$ cat src/logic/dbcc_pkg.sv
// Package for the dual battery charge control block
`default_nettype none
package dbcc_pkg;
	localparam int unsigned CLK_MHZ          = 100;
	localparam int unsigned QUERY_MS         = 250;
	localparam int unsigned TIMEOUT_S        = 140;
	localparam int unsigned QUERY_CYC_DFLT   = QUERY_MS * 1000 * CLK_MHZ;
	localparam int unsigned TIMEOUT_QUERIES  = TIMEOUT_S * 1000 / QUERY_MS;
	// APB register byte addresses
	localparam logic [7:0] ADDR_CTRL   = 8'h00;
	localparam logic [7:0] ADDR_STATUS = 8'h04;
	localparam logic [7:0] ADDR_IPROG  = 8'h08;
	// Control register field positions
	localparam int unsigned CTL_INHIBIT = 0;
	localparam int unsigned CTL_CALIB   = 1;
	localparam int unsigned CTL_PNG     = 2;
	localparam int unsigned CTL_POR     = 3;
	localparam logic [3:0] CTRL_RESET  = 4'h0;
	// Upper four alarm bits that stop charging
	localparam int unsigned ALARM_LO    = 12;
	localparam int unsigned LIMIT_SHIFT = 5;
	typedef enum logic [2:0]
	{
		TH_UNDER = 3'h0,
		TH_COLD  = 3'h1,
		TH_IDEAL = 3'h2,
		TH_HOT   = 3'h3,
		TH_OVER  = 3'h4
	} dbcc_therm_e;
	typedef enum logic [2:0]
	{
		CMD_ALARM  = 3'h0,
		CMD_CHGV   = 3'h1,
		CMD_VOLT   = 3'h2,
		CMD_CHGI   = 3'h3,
		CMD_CURR   = 3'h4
	} dbcc_cmd_e;
	// One finished transfer from the SMBus engine, a master read or a received write (is_write)
	typedef struct packed
	{
		logic        valid;
		logic        bat;
		logic        ack;
		logic        is_write;
		dbcc_cmd_e   cmd;
		logic [15:0] data;
	} dbcc_rsp_s;
	// Poll request to the SMBus engine
	typedef struct packed
	{
		logic      valid;
		logic      bat;
		dbcc_cmd_e cmd;
	} dbcc_req_s;
endpackage : dbcc_pkg
`default_nettype wire

$ cat src/logic/dbcc_top.sv
// Dual battery charge control: wake-up, controlled charging and current loop
//
// The implementer's own choices: the placing of the registers and register access over APB.
`default_nettype none
module dbcc_top
	import dbcc_pkg::*;
#(
	parameter int unsigned       QUERY_CYC = QUERY_CYC_DFLT,
	parameter int unsigned       TMO_QRY   = TIMEOUT_QUERIES,
	parameter logic [15:0]       I_LIMIT   = 16'h0FA0,
	parameter logic [15:0]       V_LIMIT   = 16'h3A98,
	parameter logic [15:0]       I_WAKE    = 16'h0050
)
(
	input  wire logic        pclk,
	input  wire logic        presetn,
	input  wire logic        psel,
	input  wire logic        penable,
	input  wire logic        pwrite,
	input  wire logic [7:0]  paddr,
	input  wire logic [31:0] pwdata,
	output logic             pready,
	output logic [31:0]      prdata,
	output logic             pslverr,
	input  wire logic [2:0]  therm1,
	input  wire logic [2:0]  therm2,
	input  wire logic        mains_present,
	input  wire logic        mode_pin,
	input  wire logic        smbus_supply,
	input  wire logic        mains_sense_divided,
	input  wire logic [3:0]  smb_lines,
	output dbcc_req_s        poll_req,
	input  wire dbcc_rsp_s   poll_rsp,
	output logic [15:0]      prog_current,
	output logic [15:0]      prog_voltage,
	output logic             low_current_mode,
	output logic [1:0]       charge_en
);
	localparam int unsigned QW = $clog2(QUERY_CYC + 1);
	localparam int unsigned TW = $clog2(TMO_QRY + 2);
	initial
	begin
		if (QUERY_CYC < 16 || TMO_QRY < 1)
			$error("dbcc_top: period parameters too small");
	end

	// Pin synchronisers, three stages, change counted when last two agree
	logic [3:0] pin_s1_q, pin_s2_q, pin_s3_q, pin_q;
	logic [7:0] smb_s1_q, smb_s2_q, smb_s3_q;
	logic [3:0] smb_q;
	always_ff @(posedge pclk or negedge presetn)
	begin
		if (!presetn)
		begin
			pin_s1_q <= 4'h0;
			pin_s2_q <= 4'h0;
			pin_s3_q <= 4'h0;
			pin_q    <= 4'h0;
			smb_s1_q <= 8'hFF;
			smb_s2_q <= 8'hFF;
			smb_s3_q <= 8'hFF;
			smb_q    <= 4'hF;
		end
		else
		begin
			pin_s1_q <= {mains_present, mode_pin, smbus_supply, mains_sense_divided};
			pin_s2_q <= pin_s1_q;
			pin_s3_q <= pin_s2_q;
			if (pin_s2_q == pin_s3_q)
				pin_q <= pin_s3_q;
			smb_s1_q <= {4'hF, smb_lines};
			smb_s2_q <= smb_s1_q;
			smb_s3_q <= smb_s2_q;
			if (smb_s2_q[3:0] == smb_s3_q[3:0])
				smb_q <= smb_s3_q[3:0];
		end
	end
	logic ac_ok, hw_inhibit, estop;
	assign ac_ok      = pin_q[3];
	assign hw_inhibit = !pin_q[2] && pin_q[1];
	assign estop      = pin_q[0];

	// Host control bits over APB
	logic [3:0] ctrl_q;
	logic       apb_wr;
	assign apb_wr = psel && penable && pwrite;
	always_ff @(posedge pclk or negedge presetn)
	begin
		if (!presetn)
			ctrl_q <= CTRL_RESET;
		else if (apb_wr && paddr == ADDR_CTRL)
			ctrl_q <= pwdata[3:0];
		else
			ctrl_q[CTL_POR] <= 1'b0;
	end
	logic sw_inhibit, calib, pwr_ng, chg_por;
	assign sw_inhibit = ctrl_q[CTL_INHIBIT];
	assign calib      = ctrl_q[CTL_CALIB];
	assign pwr_ng     = ctrl_q[CTL_PNG];
	assign chg_por    = ctrl_q[CTL_POR];

	// stuck-low watchdog over all SMBus lines
	logic [QW-1:0] stuck_cnt_q;
	logic          stuck_q;
	always_ff @(posedge pclk or negedge presetn)
	begin
		if (!presetn)
		begin
			stuck_cnt_q <= '0;
			stuck_q     <= 1'b0;
		end
		else if (&smb_q)
		begin
			stuck_cnt_q <= '0;
			stuck_q     <= 1'b0;
		end
		else if (stuck_cnt_q < QW'(QUERY_CYC))
			stuck_cnt_q <= stuck_cnt_q + 1'b1;
		else
			stuck_q <= 1'b1;
	end

	logic [QW-1:0] qcnt_q;
	logic          tick;
	logic [3:0]    pidx_q;
	assign tick = (qcnt_q == QW'(QUERY_CYC - 1));
	always_ff @(posedge pclk or negedge presetn)
	begin
		if (!presetn)
			qcnt_q <= '0;
		else
			qcnt_q <= tick ? '0 : qcnt_q + 1'b1;
	end
	always_ff @(posedge pclk or negedge presetn)
	begin
		if (!presetn)
		begin
			pidx_q   <= 4'hF;
			poll_req <= '0;
		end
		else if (tick)
		begin
			pidx_q   <= 4'h0;
			poll_req <= '{valid: 1'b1, bat: 1'b0, cmd: CMD_ALARM};
		end
		else if (poll_rsp.valid && !poll_rsp.is_write && pidx_q < 4'h9)
		begin
			pidx_q   <= pidx_q + 1'b1;
			poll_req <= '{valid: 1'b1, bat: pidx_q[0] ? 1'b0 : 1'b1,
				cmd: dbcc_cmd_e'(3'((pidx_q + 4'h1) >> 1))};
		end
		else if (poll_rsp.valid && !poll_rsp.is_write)
		begin
			pidx_q   <= 4'hF;
			poll_req <= '0;
		end
	end

	// Per-battery state
	logic [1:0]  alarm_q, wake_need_q, answered_q, seen_q;
	logic [1:0]  wake_q, gone, hot, coldish, reqz, cc_ok;
	logic [15:0] reqi_q [2], acti_q [2], reqv_q [2];
	logic [1:0]  gotv_q, goti_q;
	logic [TW-1:0] nack_q [2], wtime_q [2];
	logic        any_stop, charging_any;
	dbcc_therm_e th [2];
	assign th[0] = dbcc_therm_e'(therm1);
	assign th[1] = dbcc_therm_e'(therm2);

	generate
		for (genvar b = 0; b < 2; b++)
		begin : g_bat
			logic rsp_me;
			assign rsp_me  = poll_rsp.valid && !poll_rsp.is_write && poll_rsp.bat == b[0];
			assign gone[b] = (th[b] == TH_OVER);
			assign hot[b]  = (th[b] == TH_HOT);
			assign coldish[b] = (th[b] == TH_COLD) || (th[b] == TH_UNDER);
			assign reqz[b] = (reqv_q[b] == 16'h0000) || (reqi_q[b] == 16'h0000);
			assign cc_ok[b] = (coldish[b] || th[b] == TH_IDEAL) && !alarm_q[b] && !reqz[b]
				&& gotv_q[b] && goti_q[b] && nack_q[b] <= TW'(TMO_QRY);
			always_ff @(posedge pclk or negedge presetn)
			begin
				if (!presetn)
				begin
					alarm_q[b] <= 1'b0;
					reqi_q[b]  <= '0;
					acti_q[b]  <= '0;
					reqv_q[b]  <= '0;
					gotv_q[b]  <= 1'b0;
					goti_q[b]  <= 1'b0;
					answered_q[b] <= 1'b0;
					seen_q[b]  <= 1'b0;
					nack_q[b]  <= '0;
				end
				else if (gone[b] || chg_por)
				begin
					// removal or host reset clears cache except acti_q
					alarm_q[b] <= 1'b0;
					reqi_q[b]  <= '0;
					reqv_q[b]  <= '0;
					gotv_q[b]  <= 1'b0;
					goti_q[b]  <= 1'b0;
					answered_q[b] <= 1'b0;
					seen_q[b]  <= 1'b0;
					nack_q[b]  <= '0;
				end
				else if (rsp_me)
				begin
					seen_q[b] <= 1'b1;
					if (!poll_rsp.ack)
					begin
						if (poll_rsp.cmd == CMD_ALARM && nack_q[b] <= TW'(TMO_QRY))
							nack_q[b] <= nack_q[b] + 1'b1;
					end
					else
					begin
						nack_q[b] <= '0;
						unique case (poll_rsp.cmd)
							// upper four bits set the alarm; keeps it on silence
							CMD_ALARM: alarm_q[b] <= |poll_rsp.data[15:ALARM_LO];
							CMD_CHGV: reqv_q[b] <= poll_rsp.data;
							CMD_VOLT: gotv_q[b] <= 1'b1;
							CMD_CHGI: reqi_q[b] <= poll_rsp.data;
							CMD_CURR:
							begin
								acti_q[b] <= poll_rsp.data;
								goti_q[b] <= 1'b1;
							end
						endcase
						// any value read except the alarm word proves the battery talks
						if (poll_rsp.cmd != CMD_ALARM)
							answered_q[b] <= 1'b1;
					end
				end
			end
			assign wake_need_q[b] = seen_q[b] && !answered_q[b] && nack_q[b] != '0;
			// wake-up time for cold and under range
			always_ff @(posedge pclk or negedge presetn)
			begin
				if (!presetn)
					wtime_q[b] <= '0;
				else if (!wake_q[b] || gone[b] || chg_por)
					wtime_q[b] <= '0;
				else if (tick && wtime_q[b] <= TW'(TMO_QRY))
					wtime_q[b] <= wtime_q[b] + 1'b1;
			end
		end
	endgenerate

	// global stop conditions shared by both modes
	logic global_stop;
	assign global_stop = !ac_ok || sw_inhibit || hw_inhibit || pwr_ng || estop
		|| stuck_q || calib;
	logic [1:0] wake_end;
	assign wake_end[0] = gone[0] || answered_q[0] || alarm_q[0] || hot[0]
		|| (coldish[0] && wtime_q[0] > TW'(TMO_QRY));
	assign wake_end[1] = gone[1] || answered_q[1] || alarm_q[1] || hot[1]
		|| (coldish[1] && wtime_q[1] > TW'(TMO_QRY));
	// battery one wakes first, one at a time
	always_ff @(posedge pclk or negedge presetn)
	begin
		if (!presetn)
			wake_q <= 2'b00;
		else if (global_stop)
			wake_q <= 2'b00;
		else if (wake_q[0])
			wake_q[0] <= !wake_end[0];
		else if (wake_q[1])
			wake_q[1] <= !wake_end[1];
		else if (wake_need_q[0] && !wake_end[0])
			wake_q <= 2'b01;
		else if (wake_need_q[1] && !wake_end[1])
			wake_q <= 2'b10;
	end

	logic [1:0] cc_q, cc_want;
	assign cc_want = {seen_q[1] && !gone[1], seen_q[0] && !gone[0]};
	assign any_stop = global_stop || |(cc_q & ~cc_ok) || |(cc_q & hot);
	always_ff @(posedge pclk or negedge presetn)
	begin
		if (!presetn)
			cc_q <= 2'b00;
		else if (any_stop || wake_q != 2'b00)
			cc_q <= 2'b00;
		// Resume only once every present battery is fit again
		else if (cc_q == 2'b00 && tick && (cc_want & ~(cc_ok & ~hot)) == 2'b00)
			cc_q <= cc_want;
	end
	assign charging_any = |cc_q;

	logic signed [17:0] diff0, diff1, step, sum;
	logic [16:0] ilim32, cap, reqmax;
	assign diff0 = 18'(signed'({2'b00, reqi_q[0]})) - 18'(signed'({2'b00, acti_q[0]}));
	assign diff1 = 18'(signed'({2'b00, reqi_q[1]})) - 18'(signed'({2'b00, acti_q[1]}));
	assign step  = (cc_q == 2'b11) ? ((diff0 < diff1) ? diff0 : diff1)
		: (cc_q[1] ? diff1 : diff0);
	assign sum   = signed'({2'b00, prog_current}) + step;
	// cap at larger request of the charging batteries plus limit/32, never above limit
	assign ilim32 = 17'(I_LIMIT >> LIMIT_SHIFT);
	assign reqmax = {1'b0, (cc_q[1] && reqi_q[1] > reqi_q[0]) || !cc_q[0]
		? reqi_q[1] : reqi_q[0]} + ilim32;
	assign cap = (reqmax < {1'b0, I_LIMIT}) ? reqmax : {1'b0, I_LIMIT};

	always_ff @(posedge pclk or negedge presetn)
	begin
		if (!presetn)
		begin
			prog_current     <= '0;
			prog_voltage     <= '0;
			low_current_mode <= 1'b0;
			charge_en        <= 2'b00;
		end
		else if (wake_q != 2'b00 && !global_stop)
		begin
			prog_current     <= I_WAKE;
			prog_voltage     <= wake_q[0] ? reqv_q[0] : reqv_q[1];
			low_current_mode <= 1'b1;
			charge_en        <= wake_q;
		end
		else if (any_stop || !charging_any)
		begin
			prog_current     <= '0;
			prog_voltage     <= '0;
			low_current_mode <= 1'b0;
			charge_en        <= 2'b00;
		end
		else
		begin
			low_current_mode <= 1'b0;
			charge_en        <= cc_q;
			prog_voltage     <= (reqv_q[0] < V_LIMIT) ? reqv_q[0] : V_LIMIT;
			if (tick)
			begin
				if (sum < 18'sd0)
					prog_current <= '0;
				else if (17'(sum) > cap)
					prog_current <= 16'(cap);
				else
					prog_current <= 16'(sum);
			end
		end
	end

	// APB: zero wait states, unmapped reads zero
	always_ff @(posedge pclk or negedge presetn)
	begin
		if (!presetn)
			prdata <= '0;
		else if (psel && !penable)
			unique case (paddr)
				ADDR_CTRL:   prdata <= {28'h0, ctrl_q};
				ADDR_STATUS: prdata <= {20'h0, stuck_q, alarm_q, wake_q, cc_q, ac_ok,
					hw_inhibit, estop, answered_q};
				ADDR_IPROG:  prdata <= {prog_voltage, prog_current};
				default:     prdata <= '0;
			endcase
	end
	always_ff @(posedge pclk or negedge presetn)
	begin
		if (!presetn)
		begin
			pready  <= 1'b0;
			pslverr <= 1'b0;
		end
		else
		begin
			pready  <= psel && !penable;
			pslverr <= 1'b0;
		end
	end

	// Assertions
	a_stop_zeroes_current: assert property (@(posedge pclk) disable iff (!presetn)
		any_stop && wake_q == 2'b00 |=> prog_current == 16'h0000 && charge_en == 2'b00)
		else $error("current not zeroed after stop");
	a_current_capped: assert property (@(posedge pclk) disable iff (!presetn)
		charge_en != 2'b00 && !low_current_mode |-> prog_current <= I_LIMIT)
		else $error("programmed current above limit");
	a_wake_single: assert property (@(posedge pclk) disable iff (!presetn)
		wake_q != 2'b11)
		else $error("two batteries in wake-up");
	a_wake_fixed_current: assert property (@(posedge pclk) disable iff (!presetn)
		wake_q != 2'b00 && !global_stop |=> prog_current == I_WAKE && low_current_mode)
		else $error("wake-up current not fixed");
	a_inhibit_stops: assert property (@(posedge pclk) disable iff (!presetn)
		sw_inhibit |=> ##1 charge_en == 2'b00)
		else $error("charging during inhibit");
	a_png_stops: assert property (@(posedge pclk) disable iff (!presetn)
		pwr_ng || estop |=> ##1 charge_en == 2'b00)
		else $error("charging during power fault");
	a_update_on_tick: assert property (@(posedge pclk) disable iff (!presetn)
		!$past(tick) && !low_current_mode && $past(!low_current_mode)
		&& prog_current != 16'h0000 |-> $stable(prog_current))
		else $error("current changed off tick");
	a_stuck_stops: assert property (@(posedge pclk) disable iff (!presetn)
		stuck_q |=> ##1 charge_en == 2'b00)
		else $error("charging with stuck bus");
endmodule : dbcc_top
`default_nettype wire

$ cat config.mk
export PLATFORM = sky130hd
export DESIGN_NAME = dbcc_top
export DESIGN_NICKNAME = d
export VERILOG_FILES = /design/src/logic/dbcc_pkg.sv /design/src/logic/dbcc_top.sv
export SDC_FILE = /design/constraint.sdc
export NUM_CORES = 1
export LEC_CHECK = 0
export BUFFER_PORTS_ARGS = -buffer_cell sky130_fd_sc_hd__buf_2
export CAP_MARGIN = 25
export CORE_MARGIN = 1
export CORE_UTILIZATION = 61
export DETAILED_ROUTE_END_ITERATION = 10
export PLACE_DENSITY_LB_ADDON = 0.3
export SYNTH_ARGS = -nofsm -noshare
export SYNTH_HDL_FRONTEND = slang
export SYNTH_SLANG_ARGS = --single-unit
$ cat constraint.sdc
create_clock -name pclk -period 8.8 [get_ports pclk]
set_input_delay 0 -clock pclk [delete_from_list [all_inputs] [get_ports pclk]]
set_output_delay 0 -clock pclk [all_outputs]
set_load 0.005 [all_outputs]
# Word level (Yosys, flattened, before mapping)
# Cells that the tools add are included.
# totals
in_bits,82
output_inout_bits,74
ff_bits,314
# op_classes
n_mux,92
eq_ne,20
n_reduce_logical,146
n_lt_le_gt_ge,14
add_sub_neg,11
bitwise_logic,10
# ops
op,count
2-to-1 mux 16 bit,22
2-to-1 mux 10 bit,12
case mux 32 bit (3 select lines),1
2-to-1 mux 25 bit,3
zero test 16 bit,4
2-to-1 mux 18 bit,3
adder 25 x 1 -> 25 bit (second input constant),2
nonzero test 2 bit,21
adder 10 x 1 -> 10 bit (second input constant),4
<= comparator 10 bit (second input constant),4
logical AND 1 bit,37
2-to-1 mux 1 bit,37
AND reduction 3 bit,12
subtractor 16 x 16 -> 17 bit,2
logical OR 1 bit,31
== test 25 bit (second input constant),1
< comparator 25 bit (second input constant),1
greater-than comparator 10 bit (second input constant),2
nonzero test 10 bit,2
zero test 1 bit,19
adder 17 x 18 -> 18 bit,1
== test 3 x 2 -> 1 bit (second input constant),6
< comparator 18 x 1 -> 1 bit (second input constant),1
adder 16 x 7 -> 17 bit (second input constant),1
other kinds (30),64

# Logic depth before layout (Yosys ltp)
# Gate-level depths: netlist (run 1).
# logic_depth
ltp_word,16
depth_mapped,43

# Least setup slack after synthesis (run 1)
# No wires, ideal clock.
# synth_timing
path_kind,register to register
start,register reqi_q[17] (netlist name)
end,register prog_current[6]
path_slack_ns,0.852
stages_incl_launch_ff,43
synth_period_minus_slack_ns,7.948
required_time_ns,8.689
setup_time_ns,0.111
arrival_time_ns,7.836
path_cell_list,dfrtp_1 ha_1 nor2b_1 o31a_1 o31a_1 a211oi_1 o21bai_1 a21o_1 a21o_1 xnor2_1 inv_1 ha_1 nand4_1 a21oi_1 nand4_1 o21ai_0 a21oi_1 o211ai_1 [7 not listed] nor2b_1 o21ai_0 a21oi_1 o21ai_0 a31oi_1 a211oi_1 xnor2_1 ha_1 a21o_1 a21o_1 a21oi_1 o21ai_0 a211oi_1 a21oi_1 clkbuf_1 o21a_1 o31a_1 a2111oi_2
# synth_between
elab_chain_len,15
word_cells_on_any_way,34
classes_between,add/sub (3); order compare (5); mux (10); bitwise (2); reduce/logical (14)
# synth_rtl
element,line_no,text
start: declaration,dbcc_top.sv:162,"logic [15:0] reqi_q [2], acti_q [2], reqv_q [2];"
start signal: indexed assignment,dbcc_top.sv:223,CMD_CHGI: reqi_q[b] <= poll_rsp.data;
branches (longest 15 deep; another with adder 16 x 7 -> 17 bit),n/a,
end signal: assignment,dbcc_top.sv:337,prog_current <= 16'(cap);
end signal: assignment,dbcc_top.sv:339,prog_current <= 16'(sum);
end: declaration,dbcc_top.sv:34,"output logic [15:0] prog_current,"
# Several ways; the timed one is not identified. The select of a mux whose other input is x is not followed.
# A chain may end at the register's enable or synchronous reset.

# Worst setup path after layout (run 1)
# layout_timing
start,register acti_q[17] (netlist name)
end,register prog_current[4]
# layout_between
elab_chain_len,11
word_cells_on_any_way,13
classes_between,add/sub (2); order compare (3); mux (8)
# layout_rtl
element,line_no,text
start: declaration,dbcc_top.sv:162,
start signal: indexed assignment,dbcc_top.sv:226,acti_q[b] <= poll_rsp.data;
subtractor 16 x 16 -> 17 bit (*),dbcc_top.sv:293,"assign diff0 = 18'(signed'({2'b00, reqi_q[0]})) - 18'(signed'({2'b00, acti_q[0]}));"
< comparator 17 bit,dbcc_top.sv:295,assign step = (cc_q == 2'b11) ? ((diff0 < diff1) ? diff0 : diff1)
2-to-1 mux 18 bit,dbcc_top.sv:295,
2-to-1 mux 18 bit (*),dbcc_top.sv:295,
adder 17 x 18 -> 18 bit (*),dbcc_top.sv:297,"assign sum = signed'({2'b00, prog_current}) + step;"
greater-than comparator 17 bit,dbcc_top.sv:336,else if (17'(sum) > cap)
2-to-1 mux 16 bit,dbcc_top.sv:336,
2-to-1 mux 16 bit (*),dbcc_top.sv:334,if (sum < 18'sd0)
2-to-1 mux 16 bit (*),dbcc_top.sv:332,if (tick)
2-to-1 mux 16 bit (*),dbcc_top.sv:320,else if (any_stop || !charging_any)
2-to-1 mux 16 bit (*),dbcc_top.sv:313,else if (wake_q != 2'b00 && !global_stop)
# Mark *: on every way between the ends. The rest lies on a longest branch, timed or not. The select of a mux whose other input is x is not followed.

==> impl_summary.md, run 1 <==
Run status
The flow ran to the end, and the final reports show no timing, DRC or antenna violations.

Yosys
Summing every instance area after synthesis gives 18100 um2. The share of synthesized area occupied by flip-flops and latches is 0.436. After synthesis, the share of flip-flops with an asynchronous set or reset is 1.00. The number of flops mapped to enable cells by yosys is 0. The biggest area consumer among synthesized cells is sky130_fd_sc_hd__dfrtp_1. In the synthesized netlist, the number of instances is 1998. After synthesis, the cell types taking the most area are sky130_fd_sc_hd__dfrtp_1, sky130_fd_sc_hd__ha_1, sky130_fd_sc_hd__nand2_1. The mean instance size in the synthesized netlist is 9.05 um2.

The commonest cells after synthesis are sky130_fd_sc_hd__nand2_1, sky130_fd_sc_hd__dfrtp_1, sky130_fd_sc_hd__nor2_1. The flip-flop and latch count after synthesis is 314. The primary flip-flop cell chosen by synthesis mapping is sky130_fd_sc_hd__dfrtp_1.

Synthesis instantiated 88 different standard cells from the library. The area fraction of the dominant cell type after synthesis is 0.407. By instance count, the leading cell after synthesis is sky130_fd_sc_hd__nand2_1. The synthesis warning total is 0.

Critical path
Of all nets on the critical path, the largest fanout is 15. The critical path buffer and inverter count is 5. STA classifies the critical path endpoint as a flop.

The highest-delay cell along the critical path is sky130_fd_sc_hd__fa_1. Data on the critical path arrives at its endpoint at 8.87 ns. On the critical path the largest part of the delay comes from compound AO/OA/AOI/OAI gates. The setup path with the least slack is of type flop to flop. The most frequent cell on the critical path is sky130_fd_sc_hd__a21o_1. In this run the worst setup path begins at acti_q[17].

STA classifies the critical path startpoint as a flop. The largest incremental delay on the critical path is 0.40 ns. The worst flop-to-flop path startpoint is acti_q[17]. Data on the critical path is required at its endpoint by 9.20 ns.

Timing
The worst-case clock skew is 0.0214 ns. The max-slew violation total from the final report came to 0. Based on the critical path, the design can be clocked at up to 118 MHz. The measured slew at the worst slew-check pin is 1.06 ns. The share of the cycle needed by the critical path after routing is 0.963. Setup violations remaining at the end of the flow were counted as 0. The final critical path time including I/O delays and setup is 8.47 ns. The worst pin sits at a relative slew slack of 0.272. The count of final hold-check violations was 0.

Hold is met by 0.0195 ns.

Routing
The first routing iteration left 1488 violations. The sum of routed wire length over all layers is 49300 um. The total number of vias is 15.7k. The detail-routed via count per cell is 6.08. The post-detailed-route wirelength per cell is 19.1 um. The number of optimization iterations in the first detailed-route pass is 6. The number of DRC violations after detailed routing is 0. In this run the remaining antenna-violating nets after routing total 0.

Clock tree
The CTS tree is yes. The clock sink count is 314. After clock tree synthesis, the clock-pin slew on the worst setup and hold paths is 0.07 ns. The clock reaches the later pin of the worst-skew pair after 0.51 ns.

No sink is reached through more buffers than the 3 on the longest clock path. Clock tree synthesis selected as its root buffer the cell sky130_fd_sc_hd__clkbuf_16. In this run the number of H-tree levels came out at 2.

Counting the buffers created by CTS gives 34.

Place
The total of buffers placed on input and output ports is 126. Detailed placement finished with a half-perimeter wire length of 35500 um. The congestion estimate from routability-driven global placement came to 0.975.

Cells and area
Of the cells placed in the final design, the portion with a size suffix greater than 1 is 0.135. The final standard cell utilization of the core is 0.721. The synthesis-to-layout area growth is 15.4%. The layout net count is 2371. The total inserted antenna cells is 0.

Floorplan
The placeable core region is 28900 um2. The x dimension of the die is 174 um. The floorplan has 62 rows. The area enclosed by the die boundary is 30400 um2. 156 I/O pins were placed. The die boundary height is 174 um.

The initial utilization of the core area, before any placement, comes to 0.625.

Min path
In this run the most critical hold path is launched from poll_rsp[22]. The worst min-delay path class is primary input to flop.

Power and ir drop
Across the VDD grid, the largest voltage drop is 0.119 mV. For this design the static power due to leakage is 10.0 nW. The power per unit of standard cell area is 183 nW/um2.

Run
Across the run, the number of max-cap violations was 0.

Global route
The aggregate global routing overflow is 0. The number of antenna violations at the first check in global routing is 0. The largest net degree at the start of global routing is 154. For this run, the total global-route usage over all layers was measured as 0.327. The first global-routing pass estimated 79200 um of wire.

The via count of the first global-routing pass came to 15.3k.
-- cells by family after synthesis --
kind of cell	share of synthesized area
xor+xnor	0.0620
fa+ha+maj	0.0787
other cells	0.000415
flops	0.436
compound gates	0.156
mux	0.0335
simple gates	0.197
buf+inv	0.0373
-- sequential cells by signal, indices dropped and copies added (netlist names), 5 cells and up --
signal	count
acti_q	32
prdata	32
reqi_q	32
reqv_q	32
qcnt_q	25
stuck_cnt_q	25
nack_q	20
wtime_q	20
prog_current	16
prog_voltage	16
poll_req	5
-- area by class of cell --
cell class | count | area [um2]
multi-input combinational | 1514 | 9630
fill | 2156 | 8060
sequential | 314 | 7880
timing repair buffer | 209 | 1400
clock buffer | 50 | 972
tap | 384 | 480
inverter | 104 | 390
clock inverter | 8 | 121
-- stage by stage --
step	setup TNS (ns)	worst slack, ns	cell area [um2]	instances	total power [mW]
after floorplan	0	0.852	18100	2002	2.14
after global placement	0	0.278	19200	2471	2.34
after detailed placement	-0.00288	-0.00288	19200	2471	2.38
after CTS	0	0.0447	20700	2573	3.81
after global routing	-0.195	-0.121	20900	2583	3.99
final	0	0.328	20900	2583	3.83
-- where the power goes --
part / total, mW / internal, mW / switching, mW
clock network: 1.42 / 0.853 / 0.568
logic: 0.792 / 0.327 / 0.465
registers: 1.62 / 1.54 / 0.0713
-- layer usage --
layer | routed length, um | global-route usage | up-vias | part of all wire
met5 | 0 | 0 | - | 0
met1 | 20700 | 0.449 | 7628 | 0.42
met4 | 1400 | 0.101 | 0 | 0.028
met2 | 23000 | 0.529 | 646 | 0.47
li1 | - | - | 7337 | -
met3 | 4120 | 0.0601 | 101 | 0.084
-- worst register-to-register path, delay by kind of cell, from the launching register on --
family,cells,cell delay [ns]
xor+xnor,2,0.40
mux,1,0.21
simple gates,6,0.90
fa+ha+maj,5,1.46
flops,1,0.36
buf+inv,5,0.62
compound gates,24,4.42
-- layout by cell type, fill, tap and decap left out, drive strengths merged, types with 12 or more instances in the layout --
master       Yosys  final
a211oi          14     14
a21o            28     28
a21oi          158    158
a22oi           14     14
a31oi           19     19
and3            30     30
buf             12    165
clkbuf          58     50
dfrtp          294    294
dfstp           20     20
dlygate4sd3      0     44
ha             109    109
inv            104    105
mux2            28     28
mux2i           29     29
nand2          316    316
nand2b          20     20
nand3           71     71
nand4           32     32
nor2           170    170
nor2b           22     22
nor3            25     25
nor4            21     21
o21ai          102    102
o22ai           12     12
or3             15     15
xnor2           58     58
xor2            70     70
-- path summary, 6_finish.rpt --
| path | end | depth (start not counted) | slack [ns] |
|---|---|---|---|
| max | prog_current[4] | 43 | 0.33 |
| min reg2reg | pin_s2_q[1] | 0 | 0.35 |
| max reg2reg | prog_current[4] | 43 | 0.33 |
| min in group asynchronous | pin_s1_q[1] | 2 | 0.12 |
| max in group asynchronous | acti_q[23] | 4 | 6.53 |
| min | pidx_q[2] | 4 | 0.02 |
-- timing repair --
| action | in CTS | in global routing |
|---|---|---|
| resized for setup | 2 | 16 |
| hold buffers | 44 | 0 |
| endpoints found under the hold margin | 216 | 0 |
| pin swaps | 0 | 7 |
| setup buffers | 0 | 10 |
| setup endpoints to repair | 3 | 16 |
(Power assumes the default switching activity.)
==> run 2: changes to the inputs <==
--- a/config.mk
+++ b/config.mk
@@ -8,7 +8,8 @@
 export BUFFER_PORTS_ARGS = -buffer_cell sky130_fd_sc_hd__buf_2
 export CAP_MARGIN = 25
 export CORE_MARGIN = 1
-export CORE_UTILIZATION = 61
+export CORE_UTILIZATION = 65
+export CTS_BUF_LIST = sky130_fd_sc_hd__clkbuf_4 sky130_fd_sc_hd__clkbuf_8
 export DETAILED_ROUTE_END_ITERATION = 10
 export PLACE_DENSITY_LB_ADDON = 0.3
 export SYNTH_ARGS = -nofsm -noshare
==> constraint.sdc (replaced) <==
create_clock -name pclk -period 10.3 [get_ports pclk]
set_input_delay 0 -clock pclk [delete_from_list [all_inputs] [get_ports pclk]]
set_output_delay 0 -clock pclk [all_outputs]
set_load 0.005 [all_outputs]
==> impl_summary.md, run 2 (synthesis gave the netlist of run 1 again) <==
Power and ir drop
The maximum vdd ir drop is 0.137 mV. The post-layout total power is 3.27 mW. The static power due to leakage is 10.0 nW.

The power per unit of standard cell area is 157 nW/um2.

Routing
The number of optimization iterations in the first detailed-route pass is 6. The total number of vias is 15.9k. The post-detailed-route wirelength per cell is 18.9 um. The count of antenna-violating nets left after detailed routing is 0. The highest metal layer with signal wires is met4. For this run, design rule violations remaining after detail routing come to 0. The met3 wirelength from detailed routing is 4260 um. Dividing the detail-routed via count by the number of cells gives 6.14. For this block, the routed nets add up to 49100 um of wire. Summed over all nets, wire length on met2 after detailed routing comes to 22500 um. The wire length on met1 is 20200 um.

For this block, the initial DRC count from the detailed router was 1558.

Run status
The flow ran to the end, and the final reports show no timing, DRC or antenna violations.

Floorplan
156 I/O pins were placed. The initial standard-cell utilization of the core is 0.668. From bottom edge to top edge, the die measures 169 um. The die covers 28500 um2. The placeable core region is 27100 um2. The x dimension of the die is 169 um.

After floorplanning, the core was divided into 60 placement rows.

Global route
The number of antenna violations at the first check in global routing is 0. The first global-routing pass estimated 78200 um of wire. Global routing finished with a remaining overflow of 0. The via count of the first global-routing pass is 15.4k. For this run, the total global-route usage over all layers was measured as 0.348.

Entering global routing, the biggest net connects 87 pins.

Run
The max-cap violation count is 0.

Timing
Setup violations remaining at the end of the flow were counted as 0. Headroom to the max-slew limit came out at 0.251. The summed negative setup slack over all endpoints is 0 ns. The max-slew violation total from the final report is 0. The measured slew at the worst slew-check pin is 1.12 ns. In the finished design, the share of the clock period the worst path needs comes to 0.930. The count of final hold-check violations is 0. The final critical path time including I/O delays and setup is 9.58 ns.

Derived from the worst setup path, the maximum achievable clock frequency is 104 MHz. Setup repair after global routing left no endpoint under its margin. Clock skew on the completed layout was measured at 0.0332 ns.

Critical path
The worst setup path is of the flop to flop kind. The worst setup path is captured at a flop. The highest-delay cell along the critical path is sky130_fd_sc_hd__dfrtp_1. Setup slack on the worst reg-to-reg path comes out at 0.72 ns. The nature of the critical path startpoint is a flop.

The largest incremental delay on the critical path is 0.49 ns. Along the worst path, the maximum fanout reaches 14. The data arrival at the endpoint of the critical path is 10.05 ns. STA puts the critical path data required time at 10.77 ns.

Cells and area
The commonest non-fill, non-tap cell in the layout is sky130_fd_sc_hd__nand2_1. The flip-flop and latch area is 7880 um2. The multi-input combinational cells in the finished layout cover a total of 9570 um2. The share of layout cells above drive strength 1 is 0.142. The final layout contains 2375 nets. The top cell types in the final layout, fill and taps aside, are sky130_fd_sc_hd__nand2_1, sky130_fd_sc_hd__dfrtp_1, sky130_fd_sc_hd__nor2_1. The filler cells instantiated in the layout total 1873. From synthesis to final layout, the design area changed by 15.3%. The repair_antennas step left the layout with diodes totalling 0.

Clock tree
The clock drives 314 sinks. The count of H-tree levels built during CTS is 2. No sink is reached through more buffers than the 3 on the longest clock path. After clock tree synthesis, the clock-pin slew on the worst setup and hold paths is 0.07 ns. The clock latency at the later pin of the worst-skew pair is 0.60 ns. The CTS tree is yes. The root buffer cell chosen for the clock tree is sky130_fd_sc_hd__clkbuf_8. The TritonCTS buffer count is 51.

Place
The total of buffers placed on input and output ports is 126. Summed over all nets, the half-perimeter wirelength after detailed placement is 34500 um. The congestion estimate from routability-driven global placement came to 0.992.

Min path
The path class of the tightest hold or removal check is primary input to flop.
-- run 2: layout make-up --
| class | count | share of cell area |
|---|---|---|
| tap | 372 | 0.0223 |
| sequential | 314 | 0.378 |
| clock buffer | 80 | 0.0486 |
| inverter | 104 | 0.0187 |
| multi-input combinational | 1514 | 0.459 |
| clock inverter | 16 | 0.00882 |
| timing repair buffer | 196 | 0.0648 |
-- run 2: what timing repair did --
action	CTS	global route
endpoints found under the hold margin	210	0
buffers inserted	0	0
endpoints found under the setup margin	0	4
resized for setup	0	1
hold buffers	53	0
-- run 2: metal layers --
layer,track usage,vias up
met5,0,-
met4,0.166,0
met3,0.0652,163
met2,0.557,769
met1,0.460,7636
li1,-,7359
-- run 2: worst paths after layout --
| check | endpoint | cells after the start | start |
|---|---|---|---|
| worst max-delay path | prog_current[6] | 37 | reqi_q[17] |
| worst min-delay path | smb_s1_q[0] | 2 | smb_lines[0] |
| worst max register to register | prog_current[6] | 37 | reqi_q[17] |
| worst min register to register | pin_s2_q[0] | 0 | pin_s1_q[0] |
| max in group asynchronous | smb_q[0] | 6 | presetn |
| min in group asynchronous | prog_current[5] | 3 | presetn |
-- run 2: where the power goes --
group | switching, mW | leakage [nW] | internal, mW
clock network | 0.521 | 0.639 | 0.710
logic | 0.383 | 5.28 | 0.275
registers | 0.0650 | 4.12 | 1.32
-- run 2: per-stage QoR --
step	hold WS, ns	setup slack, ns	utilization	instance area, um2	instances
6_report	0.0441	0.716	0.770	20900	2596
5_1_grt	0.0184	0.0738	0.770	20900	2596
4_1_cts	0.0134	0.528	0.767	20800	2594
2_1_floorplan	-0.296	2.35	-	18100	2002
3_3_place_gp	0.00452	0.935	0.703	19000	2444
3_5_place_dp	0.00950	0.601	0.703	19100	2445
-- run 2: worst max-delay path: cells and delay by family, from the launching register on --
family / cells / cell delay, ns
muxes: 1 / 0.37
AOI/OAI and AO/OA: 23 / 5.98
buffers and inverters: 2 / 0.39
adders and majority gates: 4 / 1.23
DFF: 1 / 0.49
and+or+nand+nor: 5 / 0.66
xor gates and xnor gates: 2 / 0.32
